## src/design/lowpower_pkg.sv

```systemverilog
package lowpower_pkg;

   // ----------------------------------------------------------------
   // Management map: device groups and register offsets
   // ----------------------------------------------------------------
   localparam logic [4:0] MMD_PCS = 5'h03;
   localparam logic [4:0] MMD_AUTONEG = 5'h07;
   localparam logic [15:0] PCS_LOWPOWER_CONTROL_OFFSET = 16'h0000;
   localparam logic [15:0] PCS_LOWPOWER_STATUS_OFFSET = 16'h0001;
   localparam logic [15:0] LOWPOWER_ADVERTISE_OFFSET = 16'h003c;
   localparam logic [15:0] PARTNER_LOWPOWER_ADVERTISE_OFFSET = 16'h003d;

   // ----------------------------------------------------------------
   // Field positions
   // ----------------------------------------------------------------
   localparam int ADV_100_BIT = 1;
   localparam int ADV_1000_BIT = 2;
   localparam int CTRL_CLK_STOP_BIT = 10;
   localparam int STAT_RX_LPI_BIT = 8;
   localparam int STAT_TX_LPI_BIT = 9;
   localparam int STAT_RX_SEEN_BIT = 10;
   localparam int STAT_TX_SEEN_BIT = 11;
   localparam int STAT_TX_STOP_OK_BIT = 12;

   // ----------------------------------------------------------------
   // Reset values
   // ----------------------------------------------------------------
   localparam logic [15:0] CONTROL_RESET = 16'h0400;
   localparam logic [15:0] ADVERTISE_RESET = 16'h0000;

   // ----------------------------------------------------------------
   // Low-power idle codes and cycle counts
   // ----------------------------------------------------------------
   localparam logic [7:0] LPI_BYTE = 8'h01;
   localparam logic [3:0] LPI_NIBBLE = 4'h1;
   localparam logic [3:0] LPI_HOLD_CYCLES = 4'ha;
   localparam logic [3:0] RX_HALF_1000_LAST = 4'h3;
   localparam logic [3:0] RX_HALF_100_LAST = 4'h9;

   // ----------------------------------------------------------------
   // State types
   // ----------------------------------------------------------------
   typedef enum logic {TX_NORMAL, TX_LPI} tx_state_t;
   typedef enum logic [1:0] {RX_NORMAL, RX_LPI, RX_STOPPED} rx_state_t;

endpackage : lowpower_pkg

```

## src/design/lowpower_ctrl_if.sv

```systemverilog
`timescale 1ns/1ps
interface lowpower_ctrl_if;
   logic tx_lpi;
   logic rx_lpi;
   logic tx_stop_ok;
   logic tx_lpi_enter;
   logic rx_lpi_enter;
   logic clk_stop_en;
   logic eee_1000;
   logic eee_100;

   modport core (
      output tx_lpi, rx_lpi, tx_stop_ok, tx_lpi_enter, rx_lpi_enter,
      input clk_stop_en, eee_1000, eee_100
   );
   modport regs (
      input tx_lpi, rx_lpi, tx_stop_ok, tx_lpi_enter, rx_lpi_enter,
      output clk_stop_en, eee_1000, eee_100
   );
endinterface : lowpower_ctrl_if

```

## src/design/lowpower_regs.sv

```systemverilog
`timescale 1ns/1ps
module lowpower_regs (
   // Clock and reset
   input wire logic i_clk_sys,
   input wire logic i_reset_n,
   // Management access
   input wire logic i_mgmt_wr,
   input wire logic i_mgmt_rd,
   input wire logic [4:0] i_mgmt_mmd,
   input wire logic [15:0] i_mgmt_reg,
   input wire logic [15:0] i_mgmt_wdata,
   output logic [15:0] o_mgmt_rdata,
   // Partner abilities
   input wire logic [15:0] i_partner_adv,
   // Core side
   lowpower_ctrl_if.regs ctrl
);
   logic [15:0] control_q, control_d;
   logic [15:0] adv_q, adv_d;
   logic rx_seen_q, rx_seen_d;
   logic tx_seen_q, tx_seen_d;
   logic [15:0] rdata_q, rdata_d;
   logic sel_ctrl, sel_stat, sel_adv, sel_partner;

   // ----------------------------------------------------------------
   // Decode
   // ----------------------------------------------------------------
   assign sel_ctrl = (i_mgmt_mmd == lowpower_pkg::MMD_PCS) &&
                     (i_mgmt_reg == lowpower_pkg::PCS_LOWPOWER_CONTROL_OFFSET);
   assign sel_stat = (i_mgmt_mmd == lowpower_pkg::MMD_PCS) &&
                     (i_mgmt_reg == lowpower_pkg::PCS_LOWPOWER_STATUS_OFFSET);
   assign sel_adv = (i_mgmt_mmd == lowpower_pkg::MMD_AUTONEG) &&
                    (i_mgmt_reg == lowpower_pkg::LOWPOWER_ADVERTISE_OFFSET);
   assign sel_partner = (i_mgmt_mmd == lowpower_pkg::MMD_AUTONEG) &&
                        (i_mgmt_reg == lowpower_pkg::PARTNER_LOWPOWER_ADVERTISE_OFFSET);

   // Next values of the register file
   always_comb begin
      control_d = control_q;
      adv_d = adv_q;
      rdata_d = rdata_q;
      rx_seen_d = rx_seen_q;
      tx_seen_d = tx_seen_q;
      if (i_mgmt_wr && sel_ctrl) begin
         control_d = i_mgmt_wdata;
      end
      if (i_mgmt_wr && sel_adv) begin
         adv_d = i_mgmt_wdata;
      end
      if (i_mgmt_rd) begin
         rdata_d = 16'h0000;
         if (sel_ctrl) begin
            rdata_d = control_q;
         end else if (sel_adv) begin
            rdata_d = adv_q;
         end else if (sel_partner) begin
            rdata_d = i_partner_adv;
         end else if (sel_stat) begin
            rdata_d[lowpower_pkg::STAT_RX_LPI_BIT] = ctrl.rx_lpi;
            rdata_d[lowpower_pkg::STAT_TX_LPI_BIT] = ctrl.tx_lpi;
            rdata_d[lowpower_pkg::STAT_RX_SEEN_BIT] = rx_seen_q;
            rdata_d[lowpower_pkg::STAT_TX_SEEN_BIT] = tx_seen_q;
            rdata_d[lowpower_pkg::STAT_TX_STOP_OK_BIT] = ctrl.tx_stop_ok;
            rx_seen_d = 1'b0;
            tx_seen_d = 1'b0;
         end
      end
      // Entry events win over a clearing read
      if (ctrl.rx_lpi_enter) begin
         rx_seen_d = 1'b1;
      end
      if (ctrl.tx_lpi_enter) begin
         tx_seen_d = 1'b1;
      end
   end

   // Register stage
   always_ff @(posedge i_clk_sys or negedge i_reset_n) begin
      if (!i_reset_n) begin
         control_q <= lowpower_pkg::CONTROL_RESET;
         adv_q <= lowpower_pkg::ADVERTISE_RESET;
         rdata_q <= 16'h0000;
         rx_seen_q <= 1'b0;
         tx_seen_q <= 1'b0;
      end else begin
         control_q <= control_d;
         adv_q <= adv_d;
         rdata_q <= rdata_d;
         rx_seen_q <= rx_seen_d;
         tx_seen_q <= tx_seen_d;
      end
   end

   // ----------------------------------------------------------------
   // Outputs toward management and the core
   // ----------------------------------------------------------------
   assign o_mgmt_rdata = rdata_q;
   assign ctrl.clk_stop_en = control_q[lowpower_pkg::CTRL_CLK_STOP_BIT];
   // Both ends must advertise the speed before LPI is honoured
   assign ctrl.eee_1000 = adv_q[lowpower_pkg::ADV_1000_BIT] &
                          i_partner_adv[lowpower_pkg::ADV_1000_BIT];
   assign ctrl.eee_100 = adv_q[lowpower_pkg::ADV_100_BIT] &
                         i_partner_adv[lowpower_pkg::ADV_100_BIT];

endmodule : lowpower_regs

```

## src/design/rgmii_eee_lpi_signaling.sv

```systemverilog
`timescale 1ns/1ps
// Functional notes
// - 1000 Mbps: TX_CTL rise is enable, fall is error; nibbles low then high.
// - 100 Mbps: TX_CTL rise enable, fall error; data nibble taken on rise only.
// - Gigabit transmit LPI held while codes hold; left on any change.
// - 100 Mbps transmit LPI held while control and low nibble hold; high nibble ignored.
// - 1000 Mbps: RX_CTL rise valid, fall error; low nibble rise, high fall.
// - 100 Mbps: RX_CTL rise valid, fall error; data nibble on rise.
// - Gigabit sleep pattern drives control low/high, data 0001 then 0000.
// - Receive LPI codes kept during refresh; any other pattern resumes normal output.
// - Receive clock stops after eleven receive clock cycles in LPI: the entry cycle and ten more.
// - Transmit and receive LPI are independent states.
// - LPI is off after reset; software enables via advertisement bits.
module rgmii_eee_lpi_signaling (
   // Clock and reset
   input wire logic i_clk_sys,
   input wire logic i_reset_n,
   // RGMII transmit pins from the MAC
   input wire logic i_gtx_clk,
   input wire logic i_tx_ctl,
   input wire logic [3:0] i_txd,
   // RGMII receive pins to the MAC
   output logic o_rx_clk,
   output logic o_rx_ctl,
   output logic [3:0] o_rxd,
   // Line-side transmit stream
   output logic o_line_tx_valid,
   output logic [7:0] o_line_tx_byte,
   output logic o_line_tx_en,
   output logic o_line_tx_er,
   output logic o_line_tx_lpi,
   // Line-side receive stream
   input wire logic i_line_rx_dv,
   input wire logic i_line_rx_er,
   input wire logic [7:0] i_line_rx_byte,
   input wire logic i_line_rx_sleep,
   output logic o_line_rx_take,
   // Link status
   input wire logic i_speed_1000,
   input wire logic [15:0] i_partner_adv,
   // Management access
   input wire logic i_mgmt_wr,
   input wire logic i_mgmt_rd,
   input wire logic [4:0] i_mgmt_mmd,
   input wire logic [15:0] i_mgmt_reg,
   input wire logic [15:0] i_mgmt_wdata,
   output logic [15:0] o_mgmt_rdata
);
   lowpower_ctrl_if ctrl ();

   // ----------------------------------------------------------------
   // Register file
   // ----------------------------------------------------------------
   lowpower_regs regs_inst (
      .i_clk_sys(i_clk_sys),
      .i_reset_n(i_reset_n),
      .i_mgmt_wr(i_mgmt_wr),
      .i_mgmt_rd(i_mgmt_rd),
      .i_mgmt_mmd(i_mgmt_mmd),
      .i_mgmt_reg(i_mgmt_reg),
      .i_mgmt_wdata(i_mgmt_wdata),
      .o_mgmt_rdata(o_mgmt_rdata),
      .i_partner_adv(i_partner_adv),
      .ctrl(ctrl.regs)
   );

   logic eee_on;
   assign eee_on = i_speed_1000 ? ctrl.eee_1000 : ctrl.eee_100;

   // ----------------------------------------------------------------
   // Transmit pin synchronisers
   // ----------------------------------------------------------------
   logic [5:0] tx_meta_q;
   logic [5:0] tx_sync_q;
   logic gtx_prev_q;
   logic gtx_rise, gtx_fall;
   logic sync_ctl;
   logic [3:0] sync_txd;

   // Clock, control and data pass two flops together
   always_ff @(posedge i_clk_sys or negedge i_reset_n) begin
      if (!i_reset_n) begin
         tx_meta_q <= 6'h00;
         tx_sync_q <= 6'h00;
         gtx_prev_q <= 1'b0;
      end else begin
         tx_meta_q <= {i_gtx_clk, i_tx_ctl, i_txd};
         tx_sync_q <= tx_meta_q;
         gtx_prev_q <= tx_sync_q[5];
      end
   end

   assign gtx_rise = tx_sync_q[5] & ~gtx_prev_q;
   assign gtx_fall = ~tx_sync_q[5] & gtx_prev_q;
   assign sync_ctl = tx_sync_q[4];
   assign sync_txd = tx_sync_q[3:0];

   // ----------------------------------------------------------------
   // Transmit sampling and LPI detection
   // ----------------------------------------------------------------
   lowpower_pkg::tx_state_t tx_state_q, tx_state_d;
   logic tx_en_half_q, tx_en_half_d;
   logic [3:0] tx_lo_q, tx_lo_d;
   logic tx_valid_q, tx_valid_d;
   logic [7:0] tx_byte_q, tx_byte_d;
   logic tx_en_q, tx_en_d;
   logic tx_er_q, tx_er_d;
   logic [3:0] tx_cnt_q, tx_cnt_d;
   logic tx_enter;
   logic [7:0] tx_full_byte;
   logic tx_lpi_code;

   assign tx_full_byte = i_speed_1000 ? {sync_txd, tx_lo_q} : {4'h0, tx_lo_q};
   // Gigabit checks the whole byte, 100 Mbps only the low nibble
   assign tx_lpi_code = ~tx_en_half_q & sync_ctl & eee_on &
                        (i_speed_1000 ? (tx_full_byte == lowpower_pkg::LPI_BYTE)
                                      : (tx_lo_q == lowpower_pkg::LPI_NIBBLE));

   // Next transmit state
   always_comb begin
      tx_state_d = tx_state_q;
      tx_en_half_d = tx_en_half_q;
      tx_lo_d = tx_lo_q;
      tx_valid_d = 1'b0;
      tx_byte_d = tx_byte_q;
      tx_en_d = tx_en_q;
      tx_er_d = tx_er_q;
      tx_cnt_d = tx_cnt_q;
      tx_enter = 1'b0;
      if (gtx_rise) begin
         tx_en_half_d = sync_ctl;
         tx_lo_d = sync_txd;
         // Early exit on an enable or low nibble change
         if (tx_state_q == lowpower_pkg::TX_LPI &&
             (sync_ctl || sync_txd != lowpower_pkg::LPI_NIBBLE)) begin
            tx_state_d = lowpower_pkg::TX_NORMAL;
         end
      end else if (gtx_fall) begin
         tx_valid_d = 1'b1;
         tx_byte_d = tx_full_byte;
         tx_en_d = tx_en_half_q;
         tx_er_d = sync_ctl;
         case (tx_state_q)
            lowpower_pkg::TX_NORMAL: begin
               if (tx_lpi_code) begin
                  tx_state_d = lowpower_pkg::TX_LPI;
                  tx_enter = 1'b1;
                  tx_cnt_d = 4'h1;
               end
            end
            lowpower_pkg::TX_LPI: begin
               if (!tx_lpi_code) begin
                  tx_state_d = lowpower_pkg::TX_NORMAL;
               end else if (tx_cnt_q != lowpower_pkg::LPI_HOLD_CYCLES) begin
                  tx_cnt_d = tx_cnt_q + 4'h1;
               end
            end
            default: tx_state_d = lowpower_pkg::TX_NORMAL;
         endcase
      end
      if (tx_state_d == lowpower_pkg::TX_NORMAL) begin
         tx_cnt_d = 4'h0;
      end
   end

   // Transmit registers
   always_ff @(posedge i_clk_sys or negedge i_reset_n) begin
      if (!i_reset_n) begin
         tx_state_q <= lowpower_pkg::TX_NORMAL;
         tx_en_half_q <= 1'b0;
         tx_lo_q <= 4'h0;
         tx_valid_q <= 1'b0;
         tx_byte_q <= 8'h00;
         tx_en_q <= 1'b0;
         tx_er_q <= 1'b0;
         tx_cnt_q <= 4'h0;
      end else begin
         tx_state_q <= tx_state_d;
         tx_en_half_q <= tx_en_half_d;
         tx_lo_q <= tx_lo_d;
         tx_valid_q <= tx_valid_d;
         tx_byte_q <= tx_byte_d;
         tx_en_q <= tx_en_d;
         tx_er_q <= tx_er_d;
         tx_cnt_q <= tx_cnt_d;
      end
   end

   assign o_line_tx_valid = tx_valid_q;
   assign o_line_tx_byte = tx_byte_q;
   assign o_line_tx_en = tx_en_q;
   assign o_line_tx_er = tx_er_q;
   assign o_line_tx_lpi = (tx_state_q == lowpower_pkg::TX_LPI);
   assign ctrl.tx_lpi = (tx_state_q == lowpower_pkg::TX_LPI);
   assign ctrl.tx_lpi_enter = tx_enter;
   // Tells software the MAC may now halt its clock
   assign ctrl.tx_stop_ok = (tx_cnt_q == lowpower_pkg::LPI_HOLD_CYCLES);

   // ----------------------------------------------------------------
   // Receive clock generation and output encoding
   // ----------------------------------------------------------------
   lowpower_pkg::rx_state_t rx_state_q, rx_state_d;
   logic [3:0] rx_div_q, rx_div_d;
   logic rx_phase_q, rx_phase_d;
   logic rx_clk_q, rx_clk_d;
   logic rx_ctl_q, rx_ctl_d;
   logic [3:0] rxd_q, rxd_d;
   logic [3:0] rx_hi_q, rx_hi_d;
   logic rx_er_q, rx_er_d;
   logic [3:0] rx_cnt_q, rx_cnt_d;
   logic rx_take_q, rx_take_d;
   logic rx_enter;
   logic rx_tick;
   logic rx_sleep;

   assign rx_tick = (rx_div_q == (i_speed_1000 ? lowpower_pkg::RX_HALF_1000_LAST
                                               : lowpower_pkg::RX_HALF_100_LAST));
   assign rx_sleep = i_line_rx_sleep & eee_on;

   // Next receive state
   always_comb begin
      rx_state_d = rx_state_q;
      rx_div_d = rx_tick ? 4'h0 : rx_div_q + 4'h1;
      rx_phase_d = rx_phase_q;
      rx_clk_d = rx_clk_q;
      rx_ctl_d = rx_ctl_q;
      rxd_d = rxd_q;
      rx_hi_d = rx_hi_q;
      rx_er_d = rx_er_q;
      rx_cnt_d = rx_cnt_q;
      rx_take_d = 1'b0;
      rx_enter = 1'b0;
      if (rx_tick && !rx_phase_q) begin
         // Rising half: take one line symbol
         rx_phase_d = 1'b1;
         rx_take_d = 1'b1;
         if (rx_sleep) begin
            if (rx_state_q == lowpower_pkg::RX_NORMAL) begin
               rx_state_d = lowpower_pkg::RX_LPI;
               rx_enter = 1'b1;
               rx_cnt_d = 4'h0;
            end
            rx_ctl_d = 1'b0;
            rxd_d = lowpower_pkg::LPI_BYTE[3:0];
            // 100 Mbps repeats the low nibble, so LPI shows 0001 in both halves
            rx_hi_d = i_speed_1000 ? lowpower_pkg::LPI_BYTE[7:4]
                                   : lowpower_pkg::LPI_BYTE[3:0];
            rx_er_d = 1'b1;
            if (rx_state_q != lowpower_pkg::RX_NORMAL &&
                rx_cnt_q != lowpower_pkg::LPI_HOLD_CYCLES) begin
               rx_cnt_d = rx_cnt_q + 4'h1;
            end
         end else begin
            rx_state_d = lowpower_pkg::RX_NORMAL;
            rx_ctl_d = i_line_rx_dv;
            rxd_d = i_line_rx_byte[3:0];
            rx_hi_d = i_speed_1000 ? i_line_rx_byte[7:4] : i_line_rx_byte[3:0];
            rx_er_d = i_line_rx_er;
            rx_cnt_d = 4'h0;
         end
         rx_clk_d = (rx_state_d != lowpower_pkg::RX_STOPPED);
      end else if (rx_tick) begin
         // Falling half: error on control, high nibble at 1000 Mbps or low nibble at 100 Mbps on data
         rx_phase_d = 1'b0;
         rx_clk_d = 1'b0;
         rx_ctl_d = rx_er_q;
         rxd_d = rx_hi_q;
         case (rx_state_q)
            lowpower_pkg::RX_LPI: begin
               if (ctrl.clk_stop_en && rx_cnt_q == lowpower_pkg::LPI_HOLD_CYCLES) begin
                  rx_state_d = lowpower_pkg::RX_STOPPED;
               end
            end
            lowpower_pkg::RX_NORMAL: rx_state_d = lowpower_pkg::RX_NORMAL;
            lowpower_pkg::RX_STOPPED: rx_state_d = lowpower_pkg::RX_STOPPED;
            default: rx_state_d = lowpower_pkg::RX_NORMAL;
         endcase
      end
   end

   // Receive registers
   always_ff @(posedge i_clk_sys or negedge i_reset_n) begin
      if (!i_reset_n) begin
         rx_state_q <= lowpower_pkg::RX_NORMAL;
         rx_div_q <= 4'h0;
         rx_phase_q <= 1'b0;
         rx_clk_q <= 1'b0;
         rx_ctl_q <= 1'b0;
         rxd_q <= 4'h0;
         rx_hi_q <= 4'h0;
         rx_er_q <= 1'b0;
         rx_cnt_q <= 4'h0;
         rx_take_q <= 1'b0;
      end else begin
         rx_state_q <= rx_state_d;
         rx_div_q <= rx_div_d;
         rx_phase_q <= rx_phase_d;
         rx_clk_q <= rx_clk_d;
         rx_ctl_q <= rx_ctl_d;
         rxd_q <= rxd_d;
         rx_hi_q <= rx_hi_d;
         rx_er_q <= rx_er_d;
         rx_cnt_q <= rx_cnt_d;
         rx_take_q <= rx_take_d;
      end
   end

   assign o_rx_clk = rx_clk_q;
   assign o_rx_ctl = rx_ctl_q;
   assign o_rxd = rxd_q;
   assign o_line_rx_take = rx_take_q;
   assign ctrl.rx_lpi = (rx_state_q != lowpower_pkg::RX_NORMAL);
   assign ctrl.rx_lpi_enter = rx_enter;

endmodule : rgmii_eee_lpi_signaling

```

## config.mk

```make
export PLATFORM = sky130hd
export DESIGN_NAME = rgmii_eee_lpi_signaling
export DESIGN_NICKNAME = d
export VERILOG_FILES = /design/src/design/lowpower_pkg.sv /design/src/design/lowpower_ctrl_if.sv /design/src/design/lowpower_regs.sv /design/src/design/rgmii_eee_lpi_signaling.sv
export SDC_FILE = /design/constraint.sdc
export NUM_CORES = 1
export LEC_CHECK = 0
export BUFFER_PORTS_ARGS = -buffer_cell sky130_fd_sc_hd__buf_2
export CAP_MARGIN = 20
export CORE_ASPECT_RATIO = 0.9
export CORE_MARGIN = 4
export CORE_UTILIZATION = 59
export CTS_BUF_LIST = sky130_fd_sc_hd__clkbuf_16
export DETAILED_ROUTE_END_ITERATION = 8
export MAX_ROUTING_LAYER = met4
export PLACE_DENSITY = 0.86
export SLEW_MARGIN = 20
export SYNTH_ARGS = -nofsm -noshare
export SYNTH_HDL_FRONTEND = slang
export SYNTH_HIERARCHICAL = 1
export SYNTH_SLANG_ARGS = --single-unit
```

## constraint.sdc

```tcl
create_clock -name i_clk_sys -period 3.2 [get_ports i_clk_sys]
set_input_delay 0.96 -clock i_clk_sys [delete_from_list [all_inputs] [get_ports i_clk_sys]]
set_output_delay 0.96 -clock i_clk_sys [all_outputs]
set_load 0.005 [all_outputs]
```

# ---- Word level (Yosys, flattened, before mapping)
# Index checks and enable logic that the tools add are counted.
dict set report word_totals {
  reg_bits 107
  input_bits 75
  out_inout_bits 35
  elab_cells 158
}
dict set report classes {
  n_addsub 3
  eq_ne 29
  muxes 61
  bitwise_logic 13
  reduce_logical 26
}
# operator n
set ops {}
lappend ops {{$mux W4} 16}
lappend ops {{$eq A16 B6 Y1 const B} 2}
lappend ops {{$mux W16} 2}
lappend ops {{$mux W1} 30}
lappend ops {{$ne A2 B2 Y1 const B} 9}
lappend ops {{$eq A16 B1 Y1 const B} 1}
lappend ops {{$logic_not A16 Y1} 1}
lappend ops {{$mux W8} 2}
lappend ops {{$reduce_and A5 Y1} 3}
lappend ops {{$add A4 B1 Y4 const B} 3}
lappend ops {{$mux W2} 6}
lappend ops {{$reduce_bool A2 Y1} 6}
lappend ops {{$logic_and A1 B1 Y1} 10}
lappend ops {{$mux W5} 2}
lappend ops {{$and A1 B1 Y1} 8}
lappend ops {{$eq A4 B4 Y1 const B} 2}
lappend ops {{$eq A8 B1 Y1 const B} 1}
lappend ops {{$ne A4 B4 Y1 const B} 2}
lappend ops {{$pmux W4 S2} 1}
lappend ops {{$ne A3 B2 Y1 const B} 2}
lappend ops {{$ne A3 B3 Y1 const B} 2}
lappend ops {{$reduce_and A2 Y1} 3}
lappend ops {{$eq A5 B2 Y1 const B} 1}
lappend ops {{$eq A5 B3 Y1 const B} 1}
lappend ops {{other kinds (12)} 16}

# ---- Logic depth before layout (Yosys ltp)
# Gate-level depths: netlist (run 1).
dict set report logic_depth {
  depth_word 10
  ltp_mapped 6
}

# ---- By module
# The synthesis (run 1) kept the hierarchy.
# mod instances cells_per_inst area_each_um2 seq_area_each_um2
set by_module_without_submodules {}
lappend by_module_without_submodules {lowpower_regs 1 217 2593.7 1252.5}
lappend by_module_without_submodules {rgmii_eee_lpi_signaling 1 228 2516.2 1426.4}

# ---- Worst setup path after synthesis (run 1)
# OpenSTA, ideal clock, no wires.
dict set report synth_path {
  path_type {input to register}
  from {in i_mgmt_reg[13]}
  to {reg regs_inst.control_q[11]}
  setup_ps 125
  t_arrival_ps 2565
  slack_ps 510
  stages 5
  cell_sequence {or4_4 nor4_4 nand3_4 buf_6 mux2_4}
}
dict set report synth_between {
  elab_chain_cells 3
}
# element line
set synth_rtl {}
lappend synth_rtl {{from (decl)} rgmii_eee_lpi_signaling.sv:45} ;# input wire logic [15:0] i_mgmt_reg,
lappend synth_rtl {{$logic_not A16 Y1} lowpower_regs.sv:29} ;# (i_mgmt_reg == lowpower_pkg::PCS_LOWPOWER_CONTROL_OFFSET);
lappend synth_rtl {{$logic_and A1 B1 Y1} lowpower_regs.sv:28} ;# assign sel_ctrl = (i_mgmt_mmd == lowpower_pkg::MMD_PCS) &&
lappend synth_rtl {{$logic_and A1 B1 Y1} lowpower_regs.sv:44} ;# if (i_mgmt_wr && sel_ctrl) begin
lappend synth_rtl {{to (signal assigned)} lowpower_regs.sv:80} ;# control_q <= lowpower_pkg::CONTROL_RESET;
lappend synth_rtl {{to (signal assigned)} lowpower_regs.sv:86} ;# control_q <= control_d;
lappend synth_rtl {{to (decl)} lowpower_regs.sv:18} ;# logic [15:0] control_q, control_d;
# Every way passes these cells.
# A chain may end at the register's enable or synchronous reset.

# ---- Final worst setup path (run 1)
dict set report layout_path {
  from {in i_mgmt_reg[13]}
  to {reg regs_inst.control_q[0]}
}
# The elaborated chain is that of the path after synthesis.

==> impl_metrics.ini, run 1 <==
[outcome]
status = finished clean

[timing]
setup_viol = 0
rsz0062_at_grt = false
post-route-min-period_ps = 2640
timing.final.crit_share_pct = 82.5
slew_violations = 0
setup_tns_ps = 0
max_freq_ghz = 0.379
worst_clock_skew_ps = 8.34
slew_headroom_pct = 57.5
tightest_slew_ps = 630
setup_ws_ps = 559
hold_viol = 0

[synth]
ys_types = 63
yosys_register_bits = 107
syn-cell-area_um2 = 5110
synth_ff_type = dfrtp_1
syn_nets = 528
syn-instance-count = 445
synth-compound-area-share_pct = 12.3
synth_top_family_by_area = simple AND/OR/NAND/NOR gates
synth_edf_count = 0
yosysSeqAreaShare_pct = 52.4
synthMuxAreaShare_pct = 10.8
yosysWarnings = 6
ys_async_sr_fraction_pct = 100
syn_avg_cell_area_um2 = 11.5
synthAdderAreaFrac_pct = 1.96
synth-simple-area-share_pct = 18.8
synthXorXnorAreaFrac_pct = 0.514

[critical_path]
r2r-end = tx_cnt_q[1]
end_kind = flip-flop
arrival_ps = 2860
ff2ff_path_depth = 5
reg2reg_slack_ps = 1290
path_class = primary input to flip-flop
r2r_start = tx_sync_q[5]
crit_fanout = 16
cp-start-kind = primary input
cp.required_ps = 3420

[routing]
firstDrtPassIters = 5
drt_iter0_drc = 169
vias = 4003
ant_nets = 0
routed_wl_mm = 12.1
via_per_inst = 5.97
drc_errors = 0
wl_per_cell_um = 18.1

[pwr]
powerDensity_nw_per_um2 = 537
power_mw = 3.27
vdd_drop_max_mv = 0.374
p_leak_nw = 3.06

[final_layout]
multiInputGateArea_um2 = 2280
drive_gt1_share_pct = 34.5
stdcell_count = 671
fillers = 607
n_antenna_cell = 0
final_util_pct = 74.2
regArea_um2 = 2680
syn2layout_area_growth_pct = 19.4
nNetsFinal = 634

[clock_tree]
cts.clk_slew.worst_paths_ps = 70
cts_tree = done
cts_setup_buffers = 0
hold_buffers = 0
cts.htree.levels = 3
clock_sinks = 107
clock_latency_ps = 350
cts_buffer_depth = 2
numCtsBuffers = 9
cts-resized-gates = 0
root_buffer = clkbuf_16

[grt]
grt_start_max_net_pins = 53
antenna_found_initial = 0
gr-usage-all-layers_pct = 25.3
overflow = 0
grt_pass1_vias = 4033
grt_pass1_wl_mm = 19.7

[worst_hold_path]
worst_hold_path_type = flip-flop to flip-flop
worstHoldStart = tx_meta_q[4]
hold-path-endpoint = tx_sync_q[4]
worstHoldPathCells = 0

[floorplan]
core_um2 = 8220
dieArea_um2 = 10200
start_util_pct = 62.1
ios = 110
die_h_um = 96.3
dieWidth_um = 106
row_count = 31

[run]
maxCapViolations = 0

[place]
dp_hpwl_mm = 8.58
post-place-ws_ps = 231
placed_cells = 655
gp_congestion = 0.897
port_buffers = 109
[metrics by stage]
step                cell area (µm²)  hold WS [ps]
CTS                            6100           352
floorplan                      5110           331
finish                         6100           348
global placement               5790           333
global route                   6100           360
detailed placement             5790           336
[placed cells by master (no fill, tap or decap), types with 2 or more instances in the layout]
master	count
a211oi_1	12
buf_2	108
a31o_2	3
nand2b_1	5
nor3_1	5
nand3_1	30
nor4_2	2
nor2_1	5
dfrtp_1	106
mux2_4	10
ha_1	8
a31oi_1	12
xor2_1	3
o21ai_0	18
buf_4	11
mux2_2	26
nor4_1	7
a211o_1	11
nand4_4	2
nor4b_1	7
o22ai_1	2
clkinv_2	2
a21o_1	3
and2_1	9
mux2i_1	10
nor2b_1	20
nand2_1	46
and3_1	2
inv_1	9
o2bb2ai_1	2
o31ai_1	6
a21oi_1	2
clkbuf_16	9
or4_1	2
a32oi_1	5
or4_4	2
and3b_1	2
[metal layers]
metal	routed length, µm	up-vias	global-route usage (%)
met5	0	-	-
met4	241	0	9.06
met3	816	26	5.63
met1	4820	1962	30.6
li1	-	1844	-
met2	6270	171	42.6
[final cells by class]
| class | count | share of cell area (%) |
|---|---|---|
| Clock buffer | 9 | 3.69 |
| Timing Repair Buffer | 120 | 10.5 |
| Sequential cell | 107 | 43.9 |
| Multi-Input combinational cell | 302 | 37.4 |
| Inverter | 11 | 0.697 |
| Tap cell | 115 | 2.36 |
| Clock inverter | 7 | 1.44 |
[worst max-delay path by stage]
stage,start,slack [ps],to,depth (start not counted)
2_1_floorplan,i_mgmt_reg[13],510,regs_inst/control_q[11],5
3_3_place_gp,i_mgmt_reg[13],280,regs_inst/control_q[14],5
3_5_place_dp,i_mgmt_reg[13],230,regs_inst/control_q[6],5
4_1_cts,i_mgmt_reg[13],570,regs_inst/control_q[9],5
5_1_grt,i_mgmt_reg[13],500,regs_inst/control_q[2],5
6_report,i_mgmt_reg[13],560,regs_inst/control_q[0],5
[synth_stat cells (9+ instances only)]
cell type  number  area share [%]
dfrtp_1       106              52
nand2_1        46             3.4
nand3_1        30             2.9
mux2_2         26             5.7
nor2b_1        20             2.4
o21ai_0        18             1.8
clkbuf_1       16             1.2
a211oi_1       12             1.8
a31oi_1        12             1.5
a211o_1        11             1.9
mux2_4         10             2.9
mux2i_1        10             2.0
and2_1          9             1.1
inv_1           9            0.66
[kinds of logic after synthesis]
logic type	after synthesis
XOR/XNOR	3
buffers and inverters	36
adder cells (fa/ha/maj)	8
multiplexers	47
AND/OR/NAND/NOR	158
AO/OA/AOI/OAI	86
flip-flops	107
[worst max-delay path, cell delays in order]
cell	delay (ps)
buf_2	100
or4_4	630
nor4_4	420
nand3_4	340
mux2_2	390
[registers in the layout (all words and copies together) (netlist names), 4 cells and up]
signal,cells
o_line_tx_byte,8
o_rxd,4
regs_inst/adv_q,16
regs_inst/control_q,16
regs_inst/o_mgmt_rdata,16
rx_cnt_q,4
rx_div_q,4
rx_hi_q,4
tx_cnt_q,4
tx_lo_q,4
tx_meta_q,6
tx_sync_q,6
[power by group]
part | total, mW | switching, mW | leakage (nW) | internal [mW]
registers | 1.60 | 0.109 | 1.41 | 1.49
clock network | 1.14 | 0.522 | 0.151 | 0.622
logic | 0.534 | 0.293 | 1.50 | 0.241
total | 3.27 | 0.924 | 3.06 | 2.35
Power figures use the tool's default switching activity.
==> inputs of run 2 (changes only) <==
Settings changed: CORE_UTILIZATION 59 to 49, PLACE_DENSITY 0.86 to 0.76.
Clock period 3.2 ns to 2.35 ns, I/O delays scaled along.
==> impl_metrics.ini, run 2 (synthesized netlist as in run 1, its figures left out) <==
[timing]
tightest_slew_ps = 581
hold_viol = 0
max_freq_ghz = 0.465
post-route-min-period_ps = 2150
rsz0062_at_grt = false
setup_tns_ps = 0
timing.final.crit_share_pct = 91.6
setup_viol = 0
slew_violations = 0
worst_clock_skew_ps = 6.31
holdWs_ps = 289
slew_headroom_pct = 61.0

[critical_path]
cp_cell_sequence = buf_2, or4_4, buf_4, nor4_1, a32oi_1, o21ai_0
worst_path_max_delay_cell = or4_4
cp.required_ps = 2600
arrival_ps = 2400
startpoint = i_mgmt_reg[13]
path_class = primary input to flip-flop
r2r_start = rx_div_q[1]
cp-start-kind = primary input
end_kind = flip-flop
crit_fanout = 10
slowest_delay_ps = 570

[place]
gp_congestion = 0.804
port_buffers = 109
placed_cells = 684
dp_hpwl_mm = 8.78

[grt]
grt_pass1_wl_mm = 19.7
grt_start_max_net_pins = 42
grt_pass1_vias = 4144
gr-usage-all-layers_pct = 20.9
overflow = 0
antenna_found_initial = 0

[final_layout]
drive_gt1_share_pct = 35.9
mostFrequentLayoutCells = buf_2 (108), dfrtp_1 (106), nand2_1 (46)
nNetsFinal = 649
stdcell_count = 697
n_antenna_cell = 0
syn2layout_area_growth_pct = 22.6
layout_commonest_cell = buf_2

[routing]
firstDrtPassIters = 5
wl_per_cell_um = 17.0
vias = 3956
drt_iter0_drc = 260
ant_nets = 0
via_per_inst = 5.68
routed_wl_mm = 11.8
drc_errors = 0

[floorplan]
die_h_um = 105
core_um2 = 10200
dieArea_um2 = 12100
start_util_pct = 50.1
dieWidth_um = 116
ios = 110
row_count = 35

[clock_tree]
hold_buffers = 0
cts_tree = done
cts-resized-gates = 0
numCtsBuffers = 9
cts.clk_slew.worst_paths_ps = 70
cts_buffer_depth = 2
cts_setup_buffers = 0
clock_sinks = 107
cts.htree.levels = 3
root_buffer = clkbuf_16
clock_latency_ps = 340

[run]
maxCapViolations = 0

[pwr]
vdd_drop_max_mv = 0.727
powerDensity_nw_per_um2 = 708
p_leak_nw = 3.14

[worst_hold_path]
worst_hold_path_type = primary input to async pin

[outcome]
status = finished clean
==> run 2: critical path: cells and delay by family <==
| family | cells | cell delay, ps |
|---|---|---|
| AND/OR/NAND/NOR | 2 | 1020 |
| AO/OA/AOI/OAI | 2 | 370 |
| buffers and inverters | 2 | 310 |
==> run 2: path summary, 6_finish.rpt <==
check / to / slack [ps] / depth (start not counted)
min: o_line_rx_take / 290 / 1
max reg2reg: rx_cnt_q[0] / 540 / 5
min in group i_clk_sys: tx_sync_q[1] / 350 / 0
min reg2reg: tx_sync_q[1] / 350 / 0
max in group asynchronous: tx_cnt_q[1] / 1510 / 2
max: regs_inst/o_mgmt_rdata[11] / 200 / 6
==> run 2: metrics by stage <==
step | cell area, µm² | setup WS, ps | total power, mW | util (%)
6_report | 6260 | 197 | 4.43 | 61.4
5_1_grt | 6260 | 58.5 | 4.68 | 61.4
4_1_cts | 6260 | 238 | 4.48 | 61.4
3_5_place_dp | 5970 | -115 | 2.94 | 58.5
3_3_place_gp | 5970 | -63.7 | 2.89 | 58.5
2_1_floorplan | 5120 | -76.6 | 2.61 | -
==> run 2: report_power, final <==
part           internal [mW]  switching, mW
combinational          0.338          0.394
sequential              2.03          0.146
clock                  0.910          0.618
total                   3.28           1.16
==> run 2: layout make-up <==
cell class	count	area (µm²)
fillers	845	3940
clock buffers	9	225
inverters	11	42.5
multi-input cells	302	2280
well taps	129	161
flip-flops and latches	107	2680
clock inverters	4	68.8
repair buffers	135	806
==> run 2: metal layers <==
| metal | global-route usage [%] | wire length (µm) | up-vias |
|---|---|---|---|
| met2 | 34.1 | 5840 | 154 |
| met1 | 25.9 | 4830 | 1905 |
| met3 | 4.46 | 875 | 28 |
| met4 | 6.71 | 276 | 0 |
| li1 | - | - | 1869 |
| met5 | - | 0 | - |
